--- src/include/ttpc_consts.svh ---
`ifndef TTPC_CONSTS_SVH
`define TTPC_CONSTS_SVH

// -----------------------------------------------------------------------------
// Register map, byte addresses on the register bus.
// -----------------------------------------------------------------------------
`define TTPC_TIMER_ZERO_CTRL_STAT 8'h00
`define TTPC_TIMER_ONE_CTRL_STAT  8'h10
`define TTPC_TIMER_TWO_CTRL_STAT  8'h20
`define TTPC_POWER_CTRL           8'h30
`define TTPC_TIMER_STRIDE         8'h10

// Word index of each register inside one timer's group.
`define TTPC_REG_CTRL_STAT        2'h0
`define TTPC_REG_COMPARE          2'h1
`define TTPC_REG_DUTY             2'h2
`define TTPC_REG_COUNT            2'h3

// -----------------------------------------------------------------------------
// Field positions and reset values.
// -----------------------------------------------------------------------------
`define TTPC_POS_PIN_LVL          8
`define TTPC_POS_FLAG             9
`define TTPC_POS_DRV              10
`define TTPC_POS_STOP             0
`define TTPC_POS_WAIT             1
`define TTPC_CTRL_RST             8'h00
`define TTPC_WORD_RST             32'h0000_0000

// -----------------------------------------------------------------------------
// Bus responses.
// -----------------------------------------------------------------------------
`define TTPC_RESP_OKAY            2'h0
`define TTPC_RESP_SLVERR          2'h2

`endif

--- src/include/ttpc_pkg.sv ---
package ttpc_pkg;

  // ---------------------------------------------------------------------------
  // Timer modes.
  // ---------------------------------------------------------------------------
  typedef enum logic [2:0] {
    TTPC_MODE_GPIO  = 3'h0,
    TTPC_MODE_TIMER = 3'h1,
    TTPC_MODE_WDOG  = 3'h2,
    TTPC_MODE_PWM   = 3'h3,
    TTPC_MODE_EVENT = 3'h4,
    TTPC_MODE_MEAS  = 3'h5
  } ttpc_mode_t;

  // ---------------------------------------------------------------------------
  // Writable part of a control and status register.
  // ---------------------------------------------------------------------------
  typedef struct packed {
    logic       gpio_lvl;
    logic       gpio_dir;
    logic       irq_en;
    logic       ext_clk;
    ttpc_mode_t mode;
    logic       enable;
  } ttpc_ctrl_t;

  // ---------------------------------------------------------------------------
  // Write channel state.
  // ---------------------------------------------------------------------------
  typedef enum logic [1:0] {
    TTPC_WR_IDLE = 2'h1,
    TTPC_WR_RESP = 2'h2
  } ttpc_wr_state_t;

endpackage

--- src/hw/ttpc_top.sv ---
// Notes on behaviour
// - Three identical independent timers, each with own control and pin.
// - Each timer counts the internal clock or external events on its pin.
// - A timer raises an interrupt after a programmed number of events.
// - A timer drives its pin toward a device after programmed internal counts.
// - Event counter and measurement modes use the pin as an input.
// - Watchdog, timer and pulse modulation modes drive the pin as output.
// - After reset pins are inputs; only control writes change that.
// - In stop, inputs are ignored and driven pins go high impedance.
// - Wait state never changes pin direction or level.

`include "ttpc_consts.svh"

module ttpc_top (
  // Clock and reset.
  input  wire logic        aclk,
  input  wire logic        aresetn,
  // AXI4-Lite write address.
  input  wire logic        awvalid,
  output logic             awready,
  input  wire logic [7:0]  awaddr,
  input  wire logic [2:0]  awprot,
  // AXI4-Lite write data.
  input  wire logic        wvalid,
  output logic             wready,
  input  wire logic [31:0] wdata,
  input  wire logic [3:0]  wstrb,
  // AXI4-Lite write response.
  output logic             bvalid,
  input  wire logic        bready,
  output logic [1:0]       bresp,
  // AXI4-Lite read address.
  input  wire logic        arvalid,
  output logic             arready,
  input  wire logic [7:0]  araddr,
  input  wire logic [2:0]  arprot,
  // AXI4-Lite read data.
  output logic             rvalid,
  input  wire logic        rready,
  output logic [31:0]      rdata,
  output logic [1:0]       rresp,
  // Timer pins.
  input  wire logic        timer_zero_pin_lvl,
  output logic             timer_zero_pin_drv,
  output logic             timer_zero_pin_oe_n,
  input  wire logic        timer_one_pin_lvl,
  output logic             timer_one_pin_drv,
  output logic             timer_one_pin_oe_n,
  input  wire logic        timer_two_pin_lvl,
  output logic             timer_two_pin_drv,
  output logic             timer_two_pin_oe_n,
  // Interrupt requests, one per timer.
  output logic [2:0]       timer_irq
);

  // ---------------------------------------------------------------------------
  // Bus slave state.
  // ---------------------------------------------------------------------------
  ttpc_pkg::ttpc_wr_state_t wr_state_q;
  logic                     awready_q;
  logic                     wready_q;
  logic                     bvalid_q;
  logic [1:0]               bresp_q;
  logic                     arready_q;
  logic                     rvalid_q;
  logic [31:0]              rdata_q;
  logic [1:0]               rresp_q;
  logic                     aw_got_q;
  logic                     w_got_q;
  logic [7:0]               waddr_q;
  logic [31:0]              wdata_q;
  logic [3:0]               wstrb_q;
  logic                     stop_q;
  logic                     wait_q;

  // ---------------------------------------------------------------------------
  // Timer state.
  // ---------------------------------------------------------------------------
  ttpc_pkg::ttpc_ctrl_t ctrl_q [3];
  logic [31:0]          cmp_q  [3];
  logic [31:0]          duty_q [3];
  logic [31:0]          cnt_q  [3];
  logic [31:0]          cap_q  [3];
  logic [2:0]           flag_q;
  logic [2:0]           drv_q;
  logic [2:0]           oe_n_q;
  logic [2:0]           irq_q;
  logic [2:0]           sync_lvl;
  logic [2:0]           pin_raw;

  assign pin_raw = {timer_two_pin_lvl, timer_one_pin_lvl, timer_zero_pin_lvl};

  // ---------------------------------------------------------------------------
  // Byte lane merge.
  // ---------------------------------------------------------------------------
  function automatic logic [31:0] ttpc_merge(input logic [31:0] old_v, input logic [31:0] new_v,
                                             input logic [3:0] strb);
    logic [31:0] res;
    res = old_v;
    for (int b = 0; b < 4; b++) begin
      if (strb[b]) begin
        res[b*8 +: 8] = new_v[b*8 +: 8];
      end
    end
    return res;
  endfunction

  // ---------------------------------------------------------------------------
  // Address decode.
  // ---------------------------------------------------------------------------
  wire       wr_fire    = (wr_state_q == ttpc_pkg::TTPC_WR_IDLE) && aw_got_q && w_got_q;
  wire [1:0] wr_idx     = waddr_q[5:4];
  wire [1:0] wr_reg     = waddr_q[3:2];
  wire       wr_power   = (waddr_q[7:2] == 6'(`TTPC_POWER_CTRL >> 2));
  wire       wr_timer   = (waddr_q[7:6] == 2'h0) && (wr_idx != 2'h3);
  wire       wr_ok      = wr_power || wr_timer;
  wire       ar_fire    = arvalid && arready_q;
  wire [1:0] rd_idx     = araddr[5:4];
  wire [1:0] rd_reg     = araddr[3:2];
  wire       rd_power   = (araddr[7:2] == 6'(`TTPC_POWER_CTRL >> 2));
  wire       rd_timer   = (araddr[7:6] == 2'h0) && (rd_idx != 2'h3);
  wire       flag_clr_b = wstrb_q[1] && wdata_q[`TTPC_POS_FLAG];

  // ---------------------------------------------------------------------------
  // Read data selection.
  // ---------------------------------------------------------------------------
  logic [31:0] rd_word;
  always_comb begin
    rd_word = `TTPC_WORD_RST;
    if (rd_power) begin
      rd_word[`TTPC_POS_STOP] = stop_q;
      rd_word[`TTPC_POS_WAIT] = wait_q;
    end else if (rd_timer && rd_reg == `TTPC_REG_CTRL_STAT) begin
      rd_word[7:0]               = ctrl_q[rd_idx];
      rd_word[`TTPC_POS_PIN_LVL] = sync_lvl[rd_idx];
      rd_word[`TTPC_POS_FLAG]    = flag_q[rd_idx];
      rd_word[`TTPC_POS_DRV]     = drv_q[rd_idx];
    end else if (rd_timer && rd_reg == `TTPC_REG_COMPARE) begin
      rd_word = cmp_q[rd_idx];
    end else if (rd_timer && rd_reg == `TTPC_REG_DUTY) begin
      rd_word = duty_q[rd_idx];
    end else if (rd_timer) begin
      rd_word = (ctrl_q[rd_idx].mode == ttpc_pkg::TTPC_MODE_MEAS) ? cap_q[rd_idx] : cnt_q[rd_idx];
    end
  end

  // ---------------------------------------------------------------------------
  // Write channels.
  // ---------------------------------------------------------------------------
  always_ff @(posedge aclk) begin
    if (!aresetn) begin
      wr_state_q <= ttpc_pkg::TTPC_WR_IDLE;
      awready_q  <= 1'b1;
      wready_q   <= 1'b1;
      aw_got_q   <= 1'b0;
      w_got_q    <= 1'b0;
      waddr_q    <= 8'h00;
      wdata_q    <= `TTPC_WORD_RST;
      wstrb_q    <= 4'h0;
      bvalid_q   <= 1'b0;
      bresp_q    <= `TTPC_RESP_OKAY;
    end else begin
      case (wr_state_q)
        ttpc_pkg::TTPC_WR_IDLE: begin
          if (awvalid && awready_q) begin
            aw_got_q  <= 1'b1;
            awready_q <= 1'b0;
            waddr_q   <= awaddr;
          end
          if (wvalid && wready_q) begin
            w_got_q  <= 1'b1;
            wready_q <= 1'b0;
            wdata_q  <= wdata;
            wstrb_q  <= wstrb;
          end
          if (wr_fire) begin
            bvalid_q   <= 1'b1;
            bresp_q    <= wr_ok ? `TTPC_RESP_OKAY : `TTPC_RESP_SLVERR;
            wr_state_q <= ttpc_pkg::TTPC_WR_RESP;
          end
        end
        ttpc_pkg::TTPC_WR_RESP: begin
          if (bready) begin
            bvalid_q   <= 1'b0;
            aw_got_q   <= 1'b0;
            w_got_q    <= 1'b0;
            awready_q  <= 1'b1;
            wready_q   <= 1'b1;
            wr_state_q <= ttpc_pkg::TTPC_WR_IDLE;
          end
        end
        default: begin
          wr_state_q <= ttpc_pkg::TTPC_WR_IDLE;
        end
      endcase
    end
  end

  // ---------------------------------------------------------------------------
  // Read channels.
  // ---------------------------------------------------------------------------
  always_ff @(posedge aclk) begin
    if (!aresetn) begin
      arready_q <= 1'b1;
      rvalid_q  <= 1'b0;
      rdata_q   <= `TTPC_WORD_RST;
      rresp_q   <= `TTPC_RESP_OKAY;
    end else if (ar_fire) begin
      arready_q <= 1'b0;
      rvalid_q  <= 1'b1;
      rdata_q   <= rd_word;
      rresp_q   <= (rd_power || rd_timer) ? `TTPC_RESP_OKAY : `TTPC_RESP_SLVERR;
    end else if (rvalid_q && rready) begin
      arready_q <= 1'b1;
      rvalid_q  <= 1'b0;
    end
  end

  // ---------------------------------------------------------------------------
  // Power states.
  // ---------------------------------------------------------------------------
  always_ff @(posedge aclk) begin
    if (!aresetn) begin
      stop_q <= 1'b0;
      wait_q <= 1'b0;
    end else if (wr_fire && wr_power && wstrb_q[0]) begin
      stop_q <= wdata_q[`TTPC_POS_STOP];
      wait_q <= wdata_q[`TTPC_POS_WAIT];
    end
  end

  // ---------------------------------------------------------------------------
  // Timer units.
  // ---------------------------------------------------------------------------
  for (genvar i = 0; i < 3; i++) begin : g_timer
    logic                 sy1_q;
    logic                 sy2_q;
    logic                 sy3_q;
    ttpc_pkg::ttpc_ctrl_t c;
    logic [31:0]          cnt_d;
    logic                 drv_d;

    assign c = ctrl_q[i];
    wire sel      = wr_fire && wr_timer && (wr_idx == 2'(i));
    wire wr_ctrl  = sel && (wr_reg == `TTPC_REG_CTRL_STAT) && wstrb_q[0];
    wire flag_clr = sel && (wr_reg == `TTPC_REG_CTRL_STAT) && flag_clr_b;
    wire is_meas  = (c.mode == ttpc_pkg::TTPC_MODE_MEAS);
    wire is_in    = is_meas || (c.mode == ttpc_pkg::TTPC_MODE_EVENT)
                    || (c.mode == ttpc_pkg::TTPC_MODE_GPIO && !c.gpio_dir);
    wire run      = c.enable && !stop_q && (c.mode != ttpc_pkg::TTPC_MODE_GPIO);
    wire rise     = sy2_q && !sy3_q;
    wire fall     = !sy2_q && sy3_q;
    wire ext      = is_in && (c.ext_clk || c.mode == ttpc_pkg::TTPC_MODE_EVENT);
    wire tick     = ext ? rise : 1'b1;
    wire at_top   = (cnt_q[i] == cmp_q[i]);
    wire hit      = run && (is_meas ? fall : (tick && at_top));

    assign sync_lvl[i] = sy2_q;

    always_comb begin
      cnt_d = cnt_q[i];
      if (!c.enable) begin
        cnt_d = `TTPC_WORD_RST;
      end else if (run && is_meas) begin
        cnt_d = fall ? `TTPC_WORD_RST : (sy2_q ? cnt_q[i] + 32'h0000_0001 : cnt_q[i]);
      end else if (run && tick) begin
        cnt_d = at_top ? `TTPC_WORD_RST : cnt_q[i] + 32'h0000_0001;
      end
    end

    always_comb begin
      drv_d = drv_q[i];
      case (c.mode)
        ttpc_pkg::TTPC_MODE_GPIO:  drv_d = c.gpio_lvl;
        ttpc_pkg::TTPC_MODE_TIMER: drv_d = c.enable && (hit ? !drv_q[i] : drv_q[i]);
        ttpc_pkg::TTPC_MODE_WDOG:  drv_d = c.enable && (hit || drv_q[i]);
        ttpc_pkg::TTPC_MODE_PWM:   drv_d = c.enable && (cnt_q[i] < duty_q[i]);
        default:                   drv_d = 1'b0;
      endcase
    end

    always_ff @(posedge aclk) begin
      if (!aresetn) begin
        sy1_q     <= 1'b0;
        sy2_q     <= 1'b0;
        sy3_q     <= 1'b0;
        ctrl_q[i] <= `TTPC_CTRL_RST;
        cmp_q[i]  <= `TTPC_WORD_RST;
        duty_q[i] <= `TTPC_WORD_RST;
        cnt_q[i]  <= `TTPC_WORD_RST;
        cap_q[i]  <= `TTPC_WORD_RST;
        flag_q[i] <= 1'b0;
        drv_q[i]  <= 1'b0;
        oe_n_q[i] <= 1'b1;
        irq_q[i]  <= 1'b0;
      end else begin
        sy1_q     <= pin_raw[i];
        sy2_q     <= sy1_q;
        sy3_q     <= sy2_q;
        cnt_q[i]  <= cnt_d;
        drv_q[i]  <= stop_q ? drv_q[i] : drv_d;
        oe_n_q[i] <= is_in || stop_q;
        flag_q[i] <= hit || (flag_q[i] && !flag_clr);
        irq_q[i]  <= flag_q[i] && c.irq_en;
        if (hit && is_meas) begin
          cap_q[i] <= cnt_q[i];
        end
        if (wr_ctrl) begin
          ctrl_q[i] <= wdata_q[7:0];
        end
        if (sel && wr_reg == `TTPC_REG_COMPARE) begin
          cmp_q[i] <= ttpc_merge(cmp_q[i], wdata_q, wstrb_q);
        end
        if (sel && wr_reg == `TTPC_REG_DUTY) begin
          duty_q[i] <= ttpc_merge(duty_q[i], wdata_q, wstrb_q);
        end
      end
    end
  end

  // ---------------------------------------------------------------------------
  // Outputs.
  // ---------------------------------------------------------------------------
  assign awready             = awready_q;
  assign wready              = wready_q;
  assign bvalid              = bvalid_q;
  assign bresp               = bresp_q;
  assign arready             = arready_q;
  assign rvalid              = rvalid_q;
  assign rdata               = rdata_q;
  assign rresp               = rresp_q;
  assign timer_zero_pin_drv  = drv_q[0];
  assign timer_zero_pin_oe_n = oe_n_q[0];
  assign timer_one_pin_drv   = drv_q[1];
  assign timer_one_pin_oe_n  = oe_n_q[1];
  assign timer_two_pin_drv   = drv_q[2];
  assign timer_two_pin_oe_n  = oe_n_q[2];
  assign timer_irq           = irq_q;

endmodule // ttpc_top

--- config.mk ---
export PLATFORM = sky130hd
export DESIGN_NAME = ttpc_top
export DESIGN_NICKNAME = d
export VERILOG_FILES = /design/src/include/ttpc_pkg.sv /design/src/hw/ttpc_top.sv
export VERILOG_INCLUDE_DIRS = /design/src /design/src/include
export SDC_FILE = /design/constraint.sdc
export NUM_CORES = 1
export LEC_CHECK = 0
export BUFFER_PORTS_ARGS = -buffer_cell sky130_fd_sc_hd__buf_2
export CAP_MARGIN = 30
export CORE_MARGIN = 8
export CORE_UTILIZATION = 62
export DETAILED_ROUTE_END_ITERATION = 8
export HOLD_SLACK_MARGIN = 0.1
export PLACE_DENSITY = 0.78
export SYNTH_ARGS = -nofsm -noshare
export SYNTH_HDL_FRONTEND = slang
export SYNTH_SLANG_ARGS = --single-unit
--- constraint.sdc ---
create_clock -name aclk -period 3.5 [get_ports aclk]
set_clock_uncertainty 0.1 [all_clocks]
set_input_delay 0.35 -clock aclk [delete_from_list [all_inputs] [get_ports aclk]]
set_output_delay 0.35 -clock aclk [all_outputs]
set_load 0.01 [all_outputs]
## After elaboration in Yosys (flattened, before gate mapping)

Memories as Yosys holds them, arrays and structs flattened.
Cells that the tools add are included.

| operators by class | value |
|---|---|
| reduce and logical (&&, ||, !) cells | 137 |
| add/subtract/negate cells | 3 |
| muxes and demuxes | 190 |
| bitwise logic cells | 15 |
| equal/unequal tests | 35 |
| $lt $le $gt $ge | 4 |

Operator list:

| operator | count |
|---|---|
| two-way mux 32 bit | 34 |
| two-way mux 8 bit | 75 |
| adder 32 x 1 -> 32 bit, second input constant | 3 |
| equality test 32 bit | 3 |
| less-than comparator 32 bit | 3 |
| logical AND 1 bit | 81 |
| two-way mux 1 bit | 61 |
| two-way mux 30 bit | 1 |
| equality test 3 bit, second input constant | 7 |
| two-way mux 21 bit | 1 |
| logical OR 1 bit | 20 |
| equality test 3 x 2 -> 1 bit, second input constant | 6 |
| logical NOT 1 bit | 16 |
| bitwise OR 1 bit | 15 |
| equality test 6 x 4 -> 1 bit, second input constant | 2 |
| one-hot mux 1 bit (4 select lines) | 3 |
| two-way mux 11 bit | 1 |
| logical NOT 2 bit | 5 |
| two-way mux 2 bit | 5 |
| one-hot mux 1 bit (2 select lines) | 5 |
| equality test 3 x 1 -> 1 bit, second input constant | 3 |
| logical NOT 3 bit | 3 |
| AND reduction 3 bit | 3 |
| nonzero test 3 bit | 3 |
| other kinds (9) | 25 |

| storage, ports and cells | value |
|---|---|
| memories | 5 |
| register bits | 112 |
| bits in writable memories | 408 |
| output and inout bits | 50 |
| word-level logic and storage cells | 426 |
| input port bits | 68 |

Memory list:

| memory | words | bits a word | read ports | clocked after memory_dff | write ports | line | source |
|---|---|---|---|---|---|---|---|
| cap_q | 3 | 32 | 1 | 0 | 3 | ttpc_top.sv:83 | `logic [31:0] cap_q [3];` |
| cmp_q | 3 | 32 | 4 | 0 | 3 | ttpc_top.sv:80 | `logic [31:0] cmp_q [3];` |
| cnt_q | 3 | 32 | 4 | 0 | 3 | ttpc_top.sv:82 | `logic [31:0] cnt_q [3];` |
| duty_q | 3 | 32 | 4 | 0 | 3 | ttpc_top.sv:81 | `logic [31:0] duty_q [3];` |
| ctrl_q | 3 | 8 | 4 | 0 | 3 | ttpc_top.sv:79 | `ttpc_pkg::ttpc_ctrl_t ctrl_q [3];` |

## Logic depth before layout (Yosys ltp)

Gate-level depths: netlist of run 1.

| logic depth | value |
|---|---|
| word-level depth | 13 |
| mapped depth | 13 |
| gate-level depth less buffers | 13 |

## Worst setup path before layout of run 1

No wires, ideal clock.

| timing path | value |
|---|---|
| path type | register -> register |
| from | memory ctrl_q[1][2] (netlist bit) |
| to | register drv_q[1], in the netlist timer_one_pin_drv |
| data arrival time | 2764 ps |
| data required time | 3273 ps |
| cell stages (with the launch flop) | 12 |
| clock period less this slack | 2991 ps |
| buffers on the path | 1 |
| library setup time | 127 ps |
| path slack | 509 ps |
| cell sequence | edfxtp_1 clkbuf_1 nand3b_1 nor4b_1 a31oi_1 ha_1 mux2i_1 nand2_1 or4_1 a211o_1 o211ai_1 a21boi_0 |

RTL lines:

| what | line | source |
|---|---|---|
| start: declaration | ttpc_top.sv:79 |  |
| end signal: indexed assignment | ttpc_top.sv:301 | `drv_q[i] <= stop_q ? drv_q[i] : drv_d;` |
| end: declaration | ttpc_top.sv:85 | `logic [2:0] drv_q;` |

==> results.cfg, run 1 <==
[timing]
relSlewSlack = 0.322
rsz0062_at_grt = no
finalHoldViolCount = 0
setup_violations = 0
slew_violations = 0
fmax_ghz = 0.286
worst_pin_slew_ns = 1.01
post-route-period-util = 0.999
period_needed_ns = 3.50

[logic_synthesis]
ys_seq_area_frac = 0.489
syn_avg_cell_area_um2 = 10.3
yosysUniqueCellTypes = 66
synthCells = 2681
synth-edff-count = 312
synth_seq_cells = 516
synth_flop_cell = edfxtp_1
async_reset_ff_frac = 0
syn-cell-area_um2 = 27500
yosysWarnings = 0

[critical_path]
crit_type = reg -> reg
reg2regPathDepth = 11
end_kind = register
required_ns = 3.96
worstSetupStartpointType = register
cp.arrival_ns = 3.95
crit_path_max_fanout = 7

[status]
outcome = completed

[clock_tree]
htree_num_levels = 2
cts_sinks = 516
cts_buffers = 55
cts_tree = yes
clk_latency_ns = 0.61
clk_pin_slew_ns = 0.06
cts_root_buf = clkbuf_16
cts_setup_buffers = 0
clockBufferDepth = 3

[global_routing]
grt_max_degree = 107
grt_pass1_vias = 20600
overflow = 0
antenna_found_initial = 3
grt.total_usage = 0.342
grt_pass1_wl_um = 131000

[route]
drt_iter0_drc = 2630
viasPerCell = 6.22
wirelength_um = 89000
drt_pass1_iterations = 6
routed-via-count = 21800
ant_nets = 0
drc = 0
routedWlPerCell_um = 25.4

[power]
p_per_area_nw_per_um2 = 442
total_power_w = 0.0140
ir_drop_mv = 0.597
p_leak_nw = 13.0

[floorplanning]
initial_utilization = 0.625
die_w_um = 227
io-pin-count = 118
rows = 77
dieArea_um2 = 51400
die_h_um = 227
core-area_um2 = 44000

[hold_path]
hold_depth = 5
hold_path.class = in -> reg

[layout]
layout-drive-gt1-share = 0.149
post-route-cell-area_um2 = 31700
num_antenna_cells = 0
nFillCells = 3218
syn2layout_area_growth_pct = 15.1
fin_nets = 3036

[placed_design]
dp_hpwl_um = 66800
port_buffers = 105
postPlaceCellArea_um2 = 29300
gp_congestion = 1.04

[job]
maxCapViolCount = 0
critical path: stages (launching register included):
cell	delay, ns
dfxtp_1	0.49
xor2_1	0.20
nor4_1	0.35
nand4_1	0.14
nor4_1	0.51
a21oi_1	0.31
ha_1	0.27
nor2_1	0.09
mux2i_1	0.11
a2111oi_1	0.58
o211ai_1	0.19
nand2_1	0.09
synth_stat cells, types with 4 or more instances:
cell type / instances / share of area
edfxtp_1: 312 / 0.34
and2_1: 235 / 0.053
nand2_1: 218 / 0.030
nor2_1: 215 / 0.029
dfxtp_1: 204 / 0.15
clkbuf_1: 125 / 0.017
and3_1: 120 / 0.027
mux2i_1: 117 / 0.043
inv_1: 116 / 0.016
xnor2_1: 108 / 0.034
o21ai_0: 103 / 0.019
ha_1: 99 / 0.045
a21oi_1: 98 / 0.018
xor2_1: 81 / 0.026
nand4_1: 50 / 0.011
mux2_2: 46 / 0.019
a21boi_0: 45 / 0.012
a21o_1: 45 / 0.012
nand3_1: 42 / 0.0076
a211oi_1: 28 / 0.0076
nor4_1: 22 / 0.0050
nand2b_1: 20 / 0.0045
nor2b_1: 20 / 0.0045
a32o_1: 18 / 0.0065
buf_2: 17 / 0.0031
mux4_2: 13 / 0.011
nor3_1: 13 / 0.0024
mux2_4: 12 / 0.0065
o21ai_1: 11 / 0.0020
a2111oi_0: 10 / 0.0032
buf_1: 9 / 0.0012
a22oi_1: 8 / 0.0022
o211ai_1: 8 / 0.0022
a211oi_2: 7 / 0.0032
and4_1: 7 / 0.0022
buf_6: 6 / 0.0025
nand3b_1: 5 / 0.0014
nand4b_1: 5 / 0.0016
o22ai_1: 5 / 0.0011
o31ai_1: 5 / 0.0014
a31oi_1: 4 / 0.00091
and3b_1: 4 / 0.0013
buf_4: 4 / 0.0011
nor3b_1: 4 / 0.0011
metal layers:
metal,vias to the layer above,wire (µm),track usage
li1,9827,-,-
met1,10500,36700,0.495
met2,1281,37000,0.486
met3,175,11900,0.0882
met4,2,3460,0.128
met5,-,10,0
power by group:
group	internal [W]	total [W]	leakage [nW]	switching [W]
Combinational	0.000365	0.000991	7.24	0.000626
Sequential	0.00662	0.00684	4.80	0.000219
Clock	0.00370	0.00619	0.947	0.00249
Total	0.0107	0.0140	13.0	0.00334
area by class of cell:
type	count	area (µm²)	area share
clock inverter	30	350	0.0111
clock buffer	73	1560	0.0491
sequential	516	13500	0.424
timing repair buffer	294	2170	0.0683
inverter	116	435	0.0137
tap	592	741	0.0234
multi-input combinational	1886	13000	0.410
placed cells by master, fill, tap and decap left out, types with 107 or more instances in the layout:
master,instances
edfxtp_1,312
mux2i_1,116
dfxtp_1,204
buf_4,135
nor2_1,213
inv_1,116
and3_1,120
nand2_1,218
xnor2_1,107
and2_1,235
state kept, by name, indices dropped and copies added, names as in the netlist, 2 cells and up:
register and cells:
cnt_q 96, rdata 32, timer_irq 3, wr_state_q 2, wstrb_q 4, flag_q 3, cmp_q 96, g_timer.sy1_q 3
ctrl_q 24, waddr_q 6, wdata_q 32, g_timer.sy2_q 3, g_timer.sy3_q 3, cap_q 96, duty_q 96
cell families after synthesis:
family	share of synthesized area
compound gates	0.0957
xor+xnor	0.0601
fa+ha+maj	0.0450
buf+inv	0.0416
flops	0.489
mux	0.0794
other cells	0.000136
simple gates	0.189
final timing paths:
path	startpoint	to	slack, ns
setup / recovery	cnt_q[2][23]	timer_two_pin_drv	0.004
hold / removal	araddr[6]	rdata[9]	0.19
setup reg to reg	cnt_q[2][23]	timer_two_pin_drv	0.004
hold reg to reg	g_timer[0].sy1_q	g_timer[0].sy2_q	0.34
through the flow:
stage / utilization / worst slack [ns] / hold WS [ns] / instances / setup TNS, ns
2_1_floorplan: - / 0.509 / 0.312 / 2682 / 0
3_3_place_gp: 0.665 / -0.0204 / 0.314 / 3355 / -0.0204
3_5_place_dp: 0.665 / 0.0305 / 0.318 / 3355 / 0
4_1_cts: 0.719 / 0.0250 / 0.110 / 3507 / 0
5_1_grt: 0.720 / 0.00437 / 0.218 / 3507 / 0
6_report: 0.720 / 0.00378 / 0.191 / 3507 / 0
repair_timing:
item | 4_1_cts | 5_1_grt
hold endpoints to repair | 55 | 0
setup endpoints to repair | 1 | 2
resized for setup | 1 | 4
hold buffers | 49 | 0
Note: power is estimated with default switching activity, not from simulation.
==> inputs of run 2 (changes only) <==
--- a/config.mk
+++ b/config.mk
@@ -9,10 +9,10 @@
 export BUFFER_PORTS_ARGS = -buffer_cell sky130_fd_sc_hd__buf_2
 export CAP_MARGIN = 30
 export CORE_MARGIN = 8
-export CORE_UTILIZATION = 62
+export CORE_UTILIZATION = 60
 export DETAILED_ROUTE_END_ITERATION = 8
 export HOLD_SLACK_MARGIN = 0.1
-export PLACE_DENSITY = 0.78
+export PLACE_DENSITY = 0.76
 export SYNTH_ARGS = -nofsm -noshare
 export SYNTH_HDL_FRONTEND = slang
 export SYNTH_SLANG_ARGS = --single-unit
==> run 2 against run 1 <==
Flip-flop and latch count did not move. Highest routed layer is now met4. Die area rose by 3.1%. Largest cell class unchanged. Critical path type unchanged. Clock-buffer cell count decreased by 5.
==> results.cfg, run 2 (same netlist as run 1, synthesis figures left out) <==
[layout]
final_common_cell = edfxtp_1
fin_nets = 3044
instances_no_fill = 3522
layout-drive-gt1-share = 0.148
post-route-cell-area_um2 = 31600
syn2layout_area_growth_pct = 15.0
final_cell_mix = edfxtp_1, and2_1, nand2_1, nor2_1, dfxtp_1

[critical_path]
cp.arrival_ns = 3.74
reg2regPathDepth = 12
r2r-start = cmp_q[1][20]
r2r_slack_ns = 0.16
crit_path_max_fanout = 2
required_ns = 3.90
worstSetupStartpointType = register
reg2reg_to = timer_one_pin_drv
crit_type = reg -> reg
path_cells = xnor2_1 > nand4_1 > nor4_2 > buf_4 > a31oi_2 > ha_1 > mux2i_2 > nand2_1 > or4_1 > a211o_1 > o211ai_1 > a21boi_0
slowest_delay_ns = 0.54
slowest_stage = or4_1
end_kind = register

[floorplanning]
rows = 78
core-area_um2 = 45400
dieArea_um2 = 53000
initial_utilization = 0.607
die_w_um = 230
die_h_um = 230
io-pin-count = 118

[clock_tree]
clk_pin_slew_ns = 0.06
cts_buffers = 54
cts_root_buf = clkbuf_16
clockBufferDepth = 3
cts_sinks = 516
clk_latency_ns = 0.63
htree_num_levels = 2
cts_tree = yes

[placed_design]
place_inst = 3370
postPlaceCellArea_um2 = 29300
dp_hpwl_um = 67300
gp_congestion = 1.02
place_ws_ns = -0.0713
port_buffers = 105

[timing]
post-route-period-util = 0.954
rsz0062_at_grt = no
slew_violations = 0
setup_violations = 0
worst_pin_slew_ns = 0.984
period_needed_ns = 3.34
fin_ws_ns = 0.162
relSlewSlack = 0.338
fmax_ghz = 0.300
finalHoldViolCount = 0
hold_ws_ns = 0.175

[global_routing]
busiest_layer = met1
grt_max_degree = 78
grt_pass1_vias = 20500
grt.total_usage = 0.325
overflow = 0
globalRouteMet1Util = 0.473
grt_util_met3 = 0.0889
grt_util_met2 = 0.463
grt_pass1_wl_um = 130000
antenna_found_initial = 3

[route]
drt_iter0_drc = 2680
drc = 0
ant_nets = 0
wirelength_um = 88500
routed-via-count = 21500
routedWlPerCell_um = 25.1
viasPerCell = 6.11
drt_pass1_iterations = 5

[job]
maxCapViolCount = 0

[power]
p_leak_nw = 13.0
total_power_w = 0.0137
p_per_area_nw_per_um2 = 432
ir_drop_mv = 0.468

[status]
outcome = completed

[hold_path]
hold_path.class = in -> reg
hold_start = araddr[6]
hold_depth = 5
min_to = rdata[7]
## run 2: changes by cell type in the layout (fill, tap and decap cells not counted), sizes merged
cell,change
clkinv,+1
clkbuf,-5
bufinv,-2
diode,+1
dlygate4sd3,+2
buf,+7
inv,+3
## run 2: worst max-delay path, delay by kind of cell (launching register included)
kind,cells,cell delay [ns]
AOI/OAI and AO/OA,4,0.58
buffers and inverters,1,0.16
adders and majority gates,1,0.34
DFF,1,0.47
and+or+nand+nor,4,1.10
muxes,1,0.22
xor gates and xnor gates,1,0.27
## run 2: layout make-up
cell class	instances	area (µm²)
Clock inverter	32	309
Fill cell	3450	13700
Sequential cell	516	13500
Antenna cell	1	2.50
Inverter	116	435
Clock buffer	68	1450
Multi-Input combinational cell	1886	13000
Timing Repair Buffer	303	2240
Tap cell	600	751
## run 2: how the worst max path moves through the flow
stage / startpoint / endpoint / slack, ns / cells after the start
after CTS: cmp_q[1][7] / timer_one_pin_drv / 0.02 / 13
after floorplan: ctrl_q[1][2] / timer_one_pin_drv / 0.51 / 11
after global placement: cmp_q[1][7] / timer_one_pin_drv / 0.007 / 13
after global routing: cmp_q[1][20] / timer_one_pin_drv / 0.05 / 12
after detailed placement: cmp_q[1][7] / timer_one_pin_drv / -0.07 / 13
final: cmp_q[1][20] / timer_one_pin_drv / 0.16 / 12
## run 2: what timing repair did
item                                    in CTS  in global routing
hold endpoints to repair                    58                  0
hold buffers                                51                  0
pin swaps                                    0                  2
cloned                                       0                  0
buffers inserted                             0                  0
endpoints found under the setup margin       1                  2
resized for setup                            2                  5
## run 2: through the flow
step           setup TNS (ns)  utilization
6_report                    0        0.697
5_1_grt                     0        0.697
4_1_cts                     0        0.697
3_5_place_dp          -0.0713        0.647
3_3_place_gp                0        0.647
2_1_floorplan               0            -
## run 2: report_power, final
part / switching [W] / internal [W]
logic: 0.000623 / 0.000365
registers: 0.000210 / 0.00662
clock network: 0.00249 / 0.00336
## run 2: routing by layer
layer  share of wire  vias to the layer above  wire, µm
li1                -                     9841         -
met1            0.42                    10300     36800
met2            0.41                     1262     36600
met3            0.14                      147     12000
met4           0.035                        0      3130
met5               0                        -         0
